==> config.mk <==
export PLATFORM = sky130hd
export DESIGN_NAME = wdt_top
export DESIGN_NICKNAME = d
export VERILOG_FILES = /design/src/wdt_pkg.sv /design/src/wdt_tick.sv /design/src/wdt_top.sv
export SDC_FILE = /design/constraint.sdc
export NUM_CORES = 1
export LEC_CHECK = 0
export ABC_AREA = 1
export BUFFER_PORTS_ARGS = -buffer_cell sky130_fd_sc_hd__buf_4
export CORE_MARGIN = 2
export CORE_UTILIZATION = 51
export CTS_BUF_LIST = sky130_fd_sc_hd__clkbuf_8
export DETAILED_ROUTE_END_ITERATION = 10
export PLACE_DENSITY = 0.78
export SYNTH_ARGS = -nofsm -noshare
export SYNTH_HDL_FRONTEND = slang
export SYNTH_SLANG_ARGS = --single-unit
==> constraint.sdc <==
create_clock -name clk_i -period 2.4 [get_ports clk_i]
set_input_delay 0.24 -clock clk_i [delete_from_list [all_inputs] [get_ports clk_i]]
set_output_delay 0.24 -clock clk_i [all_outputs]
set_load 0.01 [all_outputs]
==> src/wdt_pkg.sv <==
// Package: watchdog register map, field layout, reset values and timing counts
package wdt_pkg;

	// ========================================
	// Register map (byte addresses, one word each)
	localparam logic [3:0] WDT_OFF_CTRL   = 4'h0;  // watchdog_control
	localparam logic [3:0] WDT_OFF_STATUS = 4'h4;  // timeout / powerdown flags
	localparam logic [3:0] WDT_OFF_POWER_CONTROL_REG   = 4'h8;  // power_control_reg cause flag
	localparam logic [3:0] WDT_OFF_CMD    = 4'hC;  // clear command, sleep requests

	// ========================================
	// Field positions
	localparam int WDT_CTRL_EN_BIT   = 0;   // sw_wdt_enable
	localparam int WDT_CTRL_PS_LSB   = 1;   // wdt_period_sel low bit
	localparam int WDT_STAT_PD_BIT   = 0;   // powerdown_flag
	localparam int WDT_STAT_TO_BIT   = 1;   // timeout_flag
	localparam int WDT_POWER_CONTROL_REG_RC_BIT   = 0;   // wdt_reset_cause_flag
	localparam int WDT_CMD_CLR_BIT   = 0;   // wdt_clear_instr
	localparam int WDT_CMD_SLEEP_BIT = 1;   // enter sleep

	// ========================================
	// Reset values
	localparam logic [4:0] WDT_PS_RESET = 5'h0B;  // 2^11 ms, nominal 2 s
	localparam logic       WDT_EN_RESET = 1'b0;

	// ========================================
	// Modes of the two-bit configuration
	typedef enum logic [1:0] {
		WDT_MODE_OFF   = 2'b00,
		WDT_MODE_SW    = 2'b01,
		WDT_MODE_AWAKE = 2'b10,
		WDT_MODE_ON    = 2'b11
	} wdt_mode_t;

	// ========================================
	// Timing
	localparam int WDT_CLK_HZ    = 10_000_000;
	localparam int WDT_LFOSC_HZ  = 31_000;        // low_freq_int_osc rate
	localparam int WDT_TICK_US   = 1000;          // base tick 1 ms
	localparam int WDT_LF_DIV    = WDT_CLK_HZ / WDT_LFOSC_HZ;
	localparam int WDT_TICK_LF   = (WDT_LFOSC_HZ * WDT_TICK_US) / 1_000_000;
	localparam int WDT_PS_MAX    = 18;            // 2^18 ms, nominal 262 s
	localparam int WDT_CNT_W     = 19;

endpackage : wdt_pkg

==> src/wdt_tick.sv <==
// Low-frequency oscillator model and 1 ms base tick divider
`timescale 1ns/10ps
`default_nettype none

module wdt_tick
	import wdt_pkg::*;
#(
	parameter int LF_DIV  = WDT_LF_DIV,
	parameter int TICK_LF = WDT_TICK_LF
) (
	input  wire logic clk_i,    // system clock
	input  wire logic rstn_i,   // async reset, active low
	input  wire logic run_i,    // count while high, else held cleared
	output logic      tick_o    // one-cycle 1 ms pulse
);

	typedef struct packed {
		logic [9:0] lf_cnt;
		logic [5:0] ms_cnt;
		logic       tick;
	} wdt_tick_st_t;

	wdt_tick_st_t s_q;
	wdt_tick_st_t s_d;

	// ========================================
	// Divider chain
	always_comb begin
		s_d = s_q;
		s_d.tick = 1'b0;
		if (!run_i) begin
			s_d.lf_cnt = '0;
			s_d.ms_cnt = '0;
		end else if (s_q.lf_cnt == 10'(LF_DIV - 1)) begin
			s_d.lf_cnt = '0;
			if (s_q.ms_cnt == 6'(TICK_LF - 1)) begin
				s_d.ms_cnt = '0;
				s_d.tick   = 1'b1;
			end else begin
				s_d.ms_cnt = s_q.ms_cnt + 6'h01;
			end
		end else begin
			s_d.lf_cnt = s_q.lf_cnt + 10'h001;
		end
	end

	always_ff @(posedge clk_i or negedge rstn_i) begin
		if (!rstn_i) begin
			s_q <= '0;
		end else begin
			s_q <= s_d;
		end
	end

	assign tick_o = s_q.tick;

endmodule // wdt_tick

`default_nettype wire

==> src/wdt_top.sv <==
// Sleep-aware watchdog timer with Avalon-MM register slave
//
// Design decisions made here: the Avalon-MM interface to the registers and the address map.
`timescale 1ns/10ps
`default_nettype none

module wdt_top
	import wdt_pkg::*;
(
	input  wire logic        clk_i,              // system clock 10 MHz
	input  wire logic        rstn_i,             // async reset, active low
	input  wire logic [1:0]  wdt_mode_cfg_i,     // configuration mode bits
	input  wire logic        osc_fail_i,         // oscillator failure (async)
	input  wire logic        wake_event_i,       // other wake source (async)
	input  wire logic [3:0]  internal_osc_clock_freq_sel_i,  // divider select, unused by counter
	input  wire logic [3:0]  avs_address,        // byte address
	input  wire logic        avs_read,           // read strobe
	input  wire logic        avs_write,          // write strobe
	input  wire logic [31:0] avs_writedata,      // write data
	input  wire logic [3:0]  avs_byteenable,     // byte lanes
	output logic [31:0]      avs_readdata,       // read data
	output logic             avs_waitrequest,    // stall
	output logic             sleep_o,            // device asleep
	output logic             wdt_reset_o,        // one-cycle device reset pulse
	output logic             wake_o              // one-cycle wake pulse
);

	typedef struct packed {
		logic [1:0]           mode_s1;
		logic [1:0]           mode_s2;
		logic                 fail_s1;
		logic                 fail_s2;
		logic                 wake_s1;
		logic                 wake_s2;
		logic                 sw_en;
		logic [4:0]           ps;
		logic [WDT_CNT_W-1:0] cnt;
		logic                 sleep;
		logic                 to_flag;
		logic                 pd_flag;
		logic                 rc_flag;
		logic                 rst;
		logic                 wake;
		logic                 ack;
		logic [31:0]          rdata;
	} wdt_st_t;

	wdt_st_t s_q;
	wdt_st_t s_d;
	logic    tick;
	logic    active;
	logic    cmd_wr;
	logic    restart;

	// ========================================
	// Enable decode
	function automatic logic wdt_active(input logic [1:0] mode, input logic en,
	                                    input logic asleep);
		unique case (wdt_mode_t'(mode))
			WDT_MODE_ON:    wdt_active = 1'b1;
			WDT_MODE_AWAKE: wdt_active = !asleep;
			WDT_MODE_SW:    wdt_active = en;
			WDT_MODE_OFF:   wdt_active = 1'b0;
		endcase
	endfunction

	// Terminal count for period select, saturated at 2^18 ms, nominal 262 s
	function automatic logic [WDT_CNT_W-1:0] wdt_limit(input logic [4:0] sel);
		logic [4:0] e;
		e = (sel > 5'(WDT_PS_MAX)) ? 5'(WDT_PS_MAX) : sel;
		wdt_limit = WDT_CNT_W'(1) << e;
	endfunction

	assign active = wdt_active(s_q.mode_s2, s_q.sw_en, s_q.sleep);

	// Restart of counter and 1 ms divider, so a clear always buys a full period
	assign cmd_wr  = avs_write && !s_q.ack && avs_byteenable[0]
	                 && (avs_address == WDT_OFF_CMD);
	assign restart = (cmd_wr && avs_writedata[WDT_CMD_CLR_BIT])
	                 || (cmd_wr && avs_writedata[WDT_CMD_SLEEP_BIT] && !s_q.sleep)
	                 || s_q.fail_s2
	                 || (s_q.sleep && s_q.wake_s2);

	wdt_tick u_tick (
		.clk_i  (clk_i),
		.rstn_i (rstn_i),
		.run_i  (active && !restart),
		.tick_o (tick)
	);

	// ========================================
	// Next state
	always_comb begin
		logic wr;
		logic rd;
		logic clr_cmd;
		logic sleep_req;
		logic timeout;
		wr = 1'b0;
		rd = 1'b0;
		clr_cmd = 1'b0;
		sleep_req = 1'b0;
		timeout = 1'b0;
		s_d = s_q;
		s_d.mode_s1 = wdt_mode_cfg_i;
		s_d.mode_s2 = s_q.mode_s1;
		s_d.fail_s1 = osc_fail_i;
		s_d.fail_s2 = s_q.fail_s1;
		s_d.wake_s1 = wake_event_i;
		s_d.wake_s2 = s_q.wake_s1;
		s_d.rst  = 1'b0;
		s_d.wake = 1'b0;
		s_d.ack  = 1'b0;

		wr = avs_write && !s_q.ack;
		rd = avs_read && !s_q.ack;
		if (wr || rd) begin
			s_d.ack = 1'b1;
		end

		if (wr && avs_byteenable[0]) begin
			unique case (avs_address)
				WDT_OFF_CTRL: begin
					s_d.sw_en = avs_writedata[WDT_CTRL_EN_BIT];
					s_d.ps    = avs_writedata[WDT_CTRL_PS_LSB +: 5];
				end
				WDT_OFF_POWER_CONTROL_REG: begin
					if (!avs_writedata[WDT_POWER_CONTROL_REG_RC_BIT]) begin
						s_d.rc_flag = 1'b0;
					end
				end
				WDT_OFF_CMD: begin
					clr_cmd   = avs_writedata[WDT_CMD_CLR_BIT];
					sleep_req = avs_writedata[WDT_CMD_SLEEP_BIT];
				end
				default: ;
			endcase
		end

		if (rd) begin
			s_d.rdata = '0;
			unique case (avs_address)
				WDT_OFF_CTRL: begin
					s_d.rdata[WDT_CTRL_EN_BIT]       = s_q.sw_en;
					s_d.rdata[WDT_CTRL_PS_LSB +: 5]  = s_q.ps;
				end
				WDT_OFF_STATUS: begin
					s_d.rdata[WDT_STAT_PD_BIT] = s_q.pd_flag;
					s_d.rdata[WDT_STAT_TO_BIT] = s_q.to_flag;
				end
				WDT_OFF_POWER_CONTROL_REG: s_d.rdata[WDT_POWER_CONTROL_REG_RC_BIT] = s_q.rc_flag;
				default: ;
			endcase
		end

		// Clear command sets both status flags high, as a clear instruction does
		if (clr_cmd) begin
			s_d.to_flag = 1'b1;
			s_d.pd_flag = 1'b1;
		end
		// Sleep entry: powerdown flag low
		if (sleep_req && !s_q.sleep) begin
			s_d.sleep   = 1'b1;
			s_d.pd_flag = 1'b0;
		end

		// Counter; internal_osc_clock_freq_sel_i deliberately not used here
		timeout = active && tick && (s_q.cnt + WDT_CNT_W'(1) >= wdt_limit(s_q.ps));
		// Wake ends Sleep even while the counter is disabled
		if (s_q.sleep && s_q.wake_s2) begin
			s_d.sleep = 1'b0;
			s_d.wake  = 1'b1;
		end
		if (!active || restart) begin
			s_d.cnt = '0;
		end else if (timeout) begin
			s_d.cnt     = '0;
			s_d.to_flag = 1'b0;
			s_d.rc_flag = 1'b1;
			if (s_q.sleep) begin
				s_d.sleep = 1'b0;
				s_d.wake  = 1'b1;
			end else begin
				s_d.rst = 1'b1;
			end
		end else if (tick) begin
			s_d.cnt = s_q.cnt + WDT_CNT_W'(1);
		end
	end

	always_ff @(posedge clk_i or negedge rstn_i) begin
		if (!rstn_i) begin
			s_q         <= '0;
			s_q.ps      <= WDT_PS_RESET;
			s_q.sw_en   <= WDT_EN_RESET;
			s_q.to_flag <= 1'b1;
			s_q.pd_flag <= 1'b1;
		end else begin
			s_q <= s_d;
		end
	end

	assign avs_readdata    = s_q.rdata;
	assign avs_waitrequest = !s_q.ack;
	assign sleep_o         = s_q.sleep;
	assign wdt_reset_o     = s_q.rst;
	assign wake_o          = s_q.wake;

endmodule // wdt_top

`default_nettype wire
* Word-level counts from Yosys, hierarchy flattened
Cells that the tools add are included.
** Word-level totals
- Register bits after elaboration :: 63
- Word-level logic and storage cells :: 95
- Bits of input ports :: 52
- Output and inout bits :: 36
** Operators by class
- Magnitude comparators :: 2
- Mux-type cells :: 34
- Reduce and logical (&&, ||, !) cells :: 26
- Shifts and indexed selects :: 1
- Equal/unequal tests :: 9
- Add/sub/neg operators :: 3
** Operators by type and width (count)
- $mux 19 :: 3
- $add 19x1->19 const B :: 1
- $ge 19x19->1 :: 1
- $shl 1x5->19 const A :: 1
- $mux 1 :: 17
- $mux 16 :: 1
- $logic_and 1x1->1 :: 12
- $add 10x1->10 const B :: 1
- $eq 10x9->1 const B :: 1
- $mux 10 :: 1
- $eq 4x4->1 const B :: 2
- $mux 7 :: 1
- $add 6x1->6 const B :: 1
- $eq 6x5->1 const B :: 1
- $mux 2 :: 3
- $mux 3 :: 2
- $mux 6 :: 1
- $gt 5x5->1 const B :: 1
- $logic_or 1x1->1 :: 5
- $mux 5 :: 1
- $eq 2x2->1 const B :: 2
- $eq 4x3->1 const B :: 1
- $logic_not 1->1 :: 4
- $logic_not 4->1 :: 1
- other kinds (10) :: 10

* Logic depth before layout (Yosys ltp)
- Word-level depth :: 12
- Gate-level depth with buffers :: 20
- Mapped depth without buffers :: 18

* Hierarchy
Synthesis repeated with hierarchy kept, for this count alone.
** Second synthesis, totals
- Cell total of the unflattened synthesis :: 578
- Area, all modules :: 4314.1 µm²
** Modules (own cells, without submodules)
- wdt_top :: cells each 446, seq. area each 1157.4 µm², area each 3318.2 µm², instances 1
- wdt_tick :: cells each 132, seq. area each 425.4 µm², area each 996.0 µm², instances 1

* Least setup slack after synthesis
No wires, ideal clock.
- Kind :: flip-flop to flip-flop
- Start point :: register s_q[39] (netlist bit)
- End point :: register s_q[41] (netlist bit)
- Required time :: 2.279 ns
- Cell stages (with the launch flop) :: 19
- Arrival time :: 2.423 ns
- Path slack :: -0.145 ns
- Cells stage by stage :: dfrtp_1 > ha_1 > nand2_1 > nor2_2 > nand2_1 > nor2_1 > nand2_1 > and2_1 > ha_1 > inv_1 > nor2_1 > nand2_1 > nor3_1 > nand2_1 > nand3_1 > nand2_2 > nand2_8 > buf_6 > nor2_1
** Between the ends
- Cells in the longest elaborated chain, start to end :: 5
- Elaborated cells between the ends (all ways) :: 7
** Ends and longest elaborated chain
- start, declared :: line wdt_top.sv:48 : wdt_st_t s_q;
- $add 19x1->19 * :: line wdt_top.sv:168, wdt_top.sv:187
- $ge 19x19->1 :: line wdt_top.sv:168 : timeout = active && tick && (s_q.cnt + WDT_CNT_W'(1) >= wdt_limit(s_q.ps));
- $logic_and 1x1->1 :: line wdt_top.sv:168
- $mux 19 :: line wdt_top.sv:176 : end else if (timeout) begin
- $mux 19 :: line wdt_top.sv:174 : if (!active || restart) begin
Every way passes the cells marked *; elsewhere a longest branch is shown, timed or not. The select of a mux whose other input is x is not followed.
A chain may end at the register's enable or synchronous reset.

* Final worst setup path
- Start point :: register s_q[43] (netlist bit)
- End point :: register s_q[40] (netlist bit)
** Between the ends
- Cells in the longest elaborated chain, start to end :: 5
- Elaborated cells between the ends (all ways) :: 6
** Ends and longest elaborated chain (line)
- $add 19x1->19 * :: wdt_top.sv:168
- $ge 19x19->1 * :: wdt_top.sv:168
- $logic_and 1x1->1 * :: wdt_top.sv:168
- $mux 19 :: wdt_top.sv:176
- $mux 19 :: wdt_top.sv:174
Every way passes the cells marked *; elsewhere a longest branch is shown, timed or not.

==> flow_summary_export.csv <==
group,metric,value,unit
floorplanning,io_pins,88,
timing,timing.hold.ws,-0.0588,ns
drt,vias,4071,
synthesis,synth_cell_type_count,45,
synthesis,synth_edf_count,0,
place,preCtsSetupSlack,-0.280,ns
power_and_ir_drop,leakagePower,2.61,nW
clock_network,cts-root-buf,"clkbuf_8",
final_layout,multiInputGateArea,0.00259,mm²
critical_path,cp.arrival,2.97,ns
floorplanning,fp.dieH,94.2,µm
grt,antenna_found_initial,0,
final_layout,num_antenna_cells,0,
floorplanning,die_w,94.2,µm
critical_path,critical_path_required,2.69,ns
timing,hold_viol,46,
timing,tightest_slew,0.809,ns
critical_path,max_stage_delay,0.44,ns
critical_path,critPathKind,"flip-flop to flip-flop",
clock_network,insertion_delay,0.36,ns
synthesis,async_reset_ff_share,100,%
timing,max_slew_margin,46.1,%
clock_network,cts_max_level,3,
floorplanning,std_cell_rows,32,
run_status,status,"complete, but fails checks",
critical_path,worstPathMaxFanout,5,
job,cap_violations,0,
timing,final-setup-viol-count,24,
final_layout,drive_gt1_share,38.0,%
place,dp_hpwl,7.02,mm
timing,skew,0.00839,ns
grt,grt_pass1_wl,18.7,mm
clock_network,path_clk_slew,0.08,ns
synthesis,yosys.cell_count.top_type,"nand2_1",
synthesis,yosys-top-cells-area,"dfrtp_1 (35%), nand2_1 (12%), ha_1 (7.2%), buf_4 (5.8%), nor2_1 (4.9%)",
drt,route.detailed.drc,0,
timing,rsz0062_at_grt,"true",
synthesis,synth_top_cell_area_share,35.0,%
clock_network,cts_buffers,9,
power_and_ir_drop,ir_worst_vdd,0.468,mV
final_layout,layout.nets,702,
place,io_buffers,28,
synthesis,yosys_register_bits,63,
final_layout,synthToLayoutAreaGrowth,33.2,%
critical_path,worst_setup_path_start_kind,"flip-flop",
timing,drv_slew,0,
hold_path,hold_class,"input port to async pin",
final_layout,seq_area,0.00158,mm²
drt,wl_per_cell,16.9,µm
place,globalplace.congestion,0.876,
synthesis,ys_top_cells_by_count,"nand2_1 (131), dfrtp_1 (58), nor2_1 (54), inv_1 (50), buf_4 (32)",
grt,overflow,0,
timing,fin_tns_setup,-5.86,ns
power_and_ir_drop,power_density,517,mW/mm²
timing,worst_slack,-0.275,ns
floorplanning,core_area,0.00781,mm²
drt,routed_wl,12.4,mm
grt,grtUsageTotal,27.5,%
drt,antenna_left,0,
synthesis,syn_area,0.00415,mm²
synthesis,syn_inst,525,
synthesis,ys_seq_area_share,38.1,%
synthesis,synth_warnings,0,
timing,post-route-min-period,2.67,ns
critical_path,cp_cell_sequence,"nand2_2 > nor2_2 > nand3_2 > inv_2 > nand3_1 > nand2_2 > inv_2 > ha_4 > nand2_2 > inv_2 > nand2_1 > a21oi_1 > nor2_2 > nand3_4 > nand2_8 > nand2_8 > a21oi_2",
grt,first_global_vias,4096,
drt,firstDrtPassIters,6,
floorplanning,start_util,53.2,%
synthesis,yosys.area.top_type,"dfrtp_1",
timing,final.period_utilization,111,%
grt,grt_max_degree,64,
run_status,violations,"hold timing, setup timing",
final_layout,fill_cells,521,
synthesis,synth_flop_cell,"dfrtp_1",
critical_path,cp_slowest_cell,"dfrtp_1",
timing,max_freq,374,MHz
synthesis,avgSynthCellArea,7.91,µm²
clock_network,cts_buffer_depth,2,
floorplanning,dieArea,0.00888,mm²
clock_network,cts_tree,"done",
drt,viasPerCell,5.55,
drt,first_iter_violations,315,
critical_path,end_kind,"flip-flop",
clock_network,cts.sink_count,63,
path summary, 6_finish.rpt:
check	start	end	slack, ns	cells after the start
setup reg to reg	s_q[43]	s_q[40]	-0.27	17
hold / removal	rstn_i	s_q[43]	-0.06	1
setup / recovery	s_q[43]	s_q[40]	-0.27	17
min in group clk_i	avs_writedata[3]	s_q[60]	0.09	3
max in group asynchronous	rstn_i	s_q[39]	1.84	1
hold reg to reg	s_d[66]	s_q[66]	0.35	0
placed cells by master (no fill, tap or decap), types with 3 or more instances in the layout:
| cell | instances |
|---|---|
| nand2_4 | 5 |
| dfrtp_1 | 57 |
| nand2_8 | 5 |
| clkbuf_8 | 9 |
| xor2_1 | 12 |
| o31ai_1 | 4 |
| nand4_1 | 5 |
| nand3_1 | 12 |
| dfstp_2 | 5 |
| nor2_2 | 17 |
| nand2_2 | 14 |
| ha_1 | 17 |
| nand3_2 | 9 |
| nor2_4 | 9 |
| nor2_1 | 35 |
| nor3_2 | 7 |
| conb_1 | 26 |
| inv_2 | 17 |
| o21ai_1 | 15 |
| nor3_4 | 4 |
| nand2_1 | 117 |
| ha_4 | 7 |
| buf_4 | 95 |
| o21ai_0 | 11 |
| a21oi_1 | 14 |
| inv_1 | 45 |
| dlygate4sd3_1 | 4 |
| a21oi_2 | 12 |
| and2_4 | 3 |
| nor3_1 | 7 |
through the flow:
step	area [µm²]	instances	total power, mW	util [%]
CTS	5410	731	2.77	69.3
floorplan	4280	550	1.48	-
finish	5530	733	2.86	70.8
global placement	4690	689	1.59	60.1
global route	5530	733	2.95	70.8
detailed placement	4690	689	1.61	60.1
layer usage:
metal	routed length (µm)	global-route usage [%]
met4	610	13.8
met1	4530	31.0
met3	934	5.70
met2	6290	49.0
met5	0	0
logic make-up after synthesis:
| family | after synthesis | share of synthesized area (%) |
|---|---|---|
| AO/OA/AOI/OAI | 63 | 8.53 |
| XOR/XNOR | 16 | 3.56 |
| adder cells (fa/ha/maj) | 24 | 7.23 |
| buffers and inverters | 101 | 12.4 |
| flip-flops | 63 | 38.1 |
| multiplexers | 1 | 0.271 |
| other | 1 | 0.0903 |
| AND/OR/NAND/NOR | 256 | 29.7 |
registers in the layout (all words and copies together), names as in the netlist:
| name | cells |
|---|---|
| s_q | 33 |
| u_tick.s_q | 16 |
| avs_readdata | 6 |
| s_d | 4 |
| sleep_o | 1 |
| u_tick.tick_o | 1 |
| wake_o | 1 |
| wdt_reset_o | 1 |
where the power goes:
group / internal [mW] / switching (mW)
clock: 0.599 / 0.496
sequential: 1.12 / 0.0348
combinational: 0.225 / 0.388
total: 1.94 / 0.919
timing repair:
item / CTS / global route
hold endpoints to repair: 4 / 0
setup buffers: 21 / 3
gates cloned: 3 / 0
pin swaps: 43 / 28
endpoints found under the setup margin: 24 / 24
gates resized for setup: 60 / 29
hold buffers: 4 / 0
final cells by class:
type                       instances  area share, %
timing repair buffer             100           13.8
sequential                        63           28.6
clock buffer                       9           2.24
multi-input combinational        389           46.8
tap                              102           2.31
clock inverter                     7           1.90
inverter                          63           4.28
worst max-delay path, delay by kind of cell (launching register included):
family                     cells  cell delay [ns]
DFF                            1             0.44
adders and majority gates      1             0.24
buffers and inverters          3             0.23
and+or+nand+nor               11             1.44
AOI/OAI and AO/OA              2             0.23
Note: power is estimated with default switching activity, not from simulation.
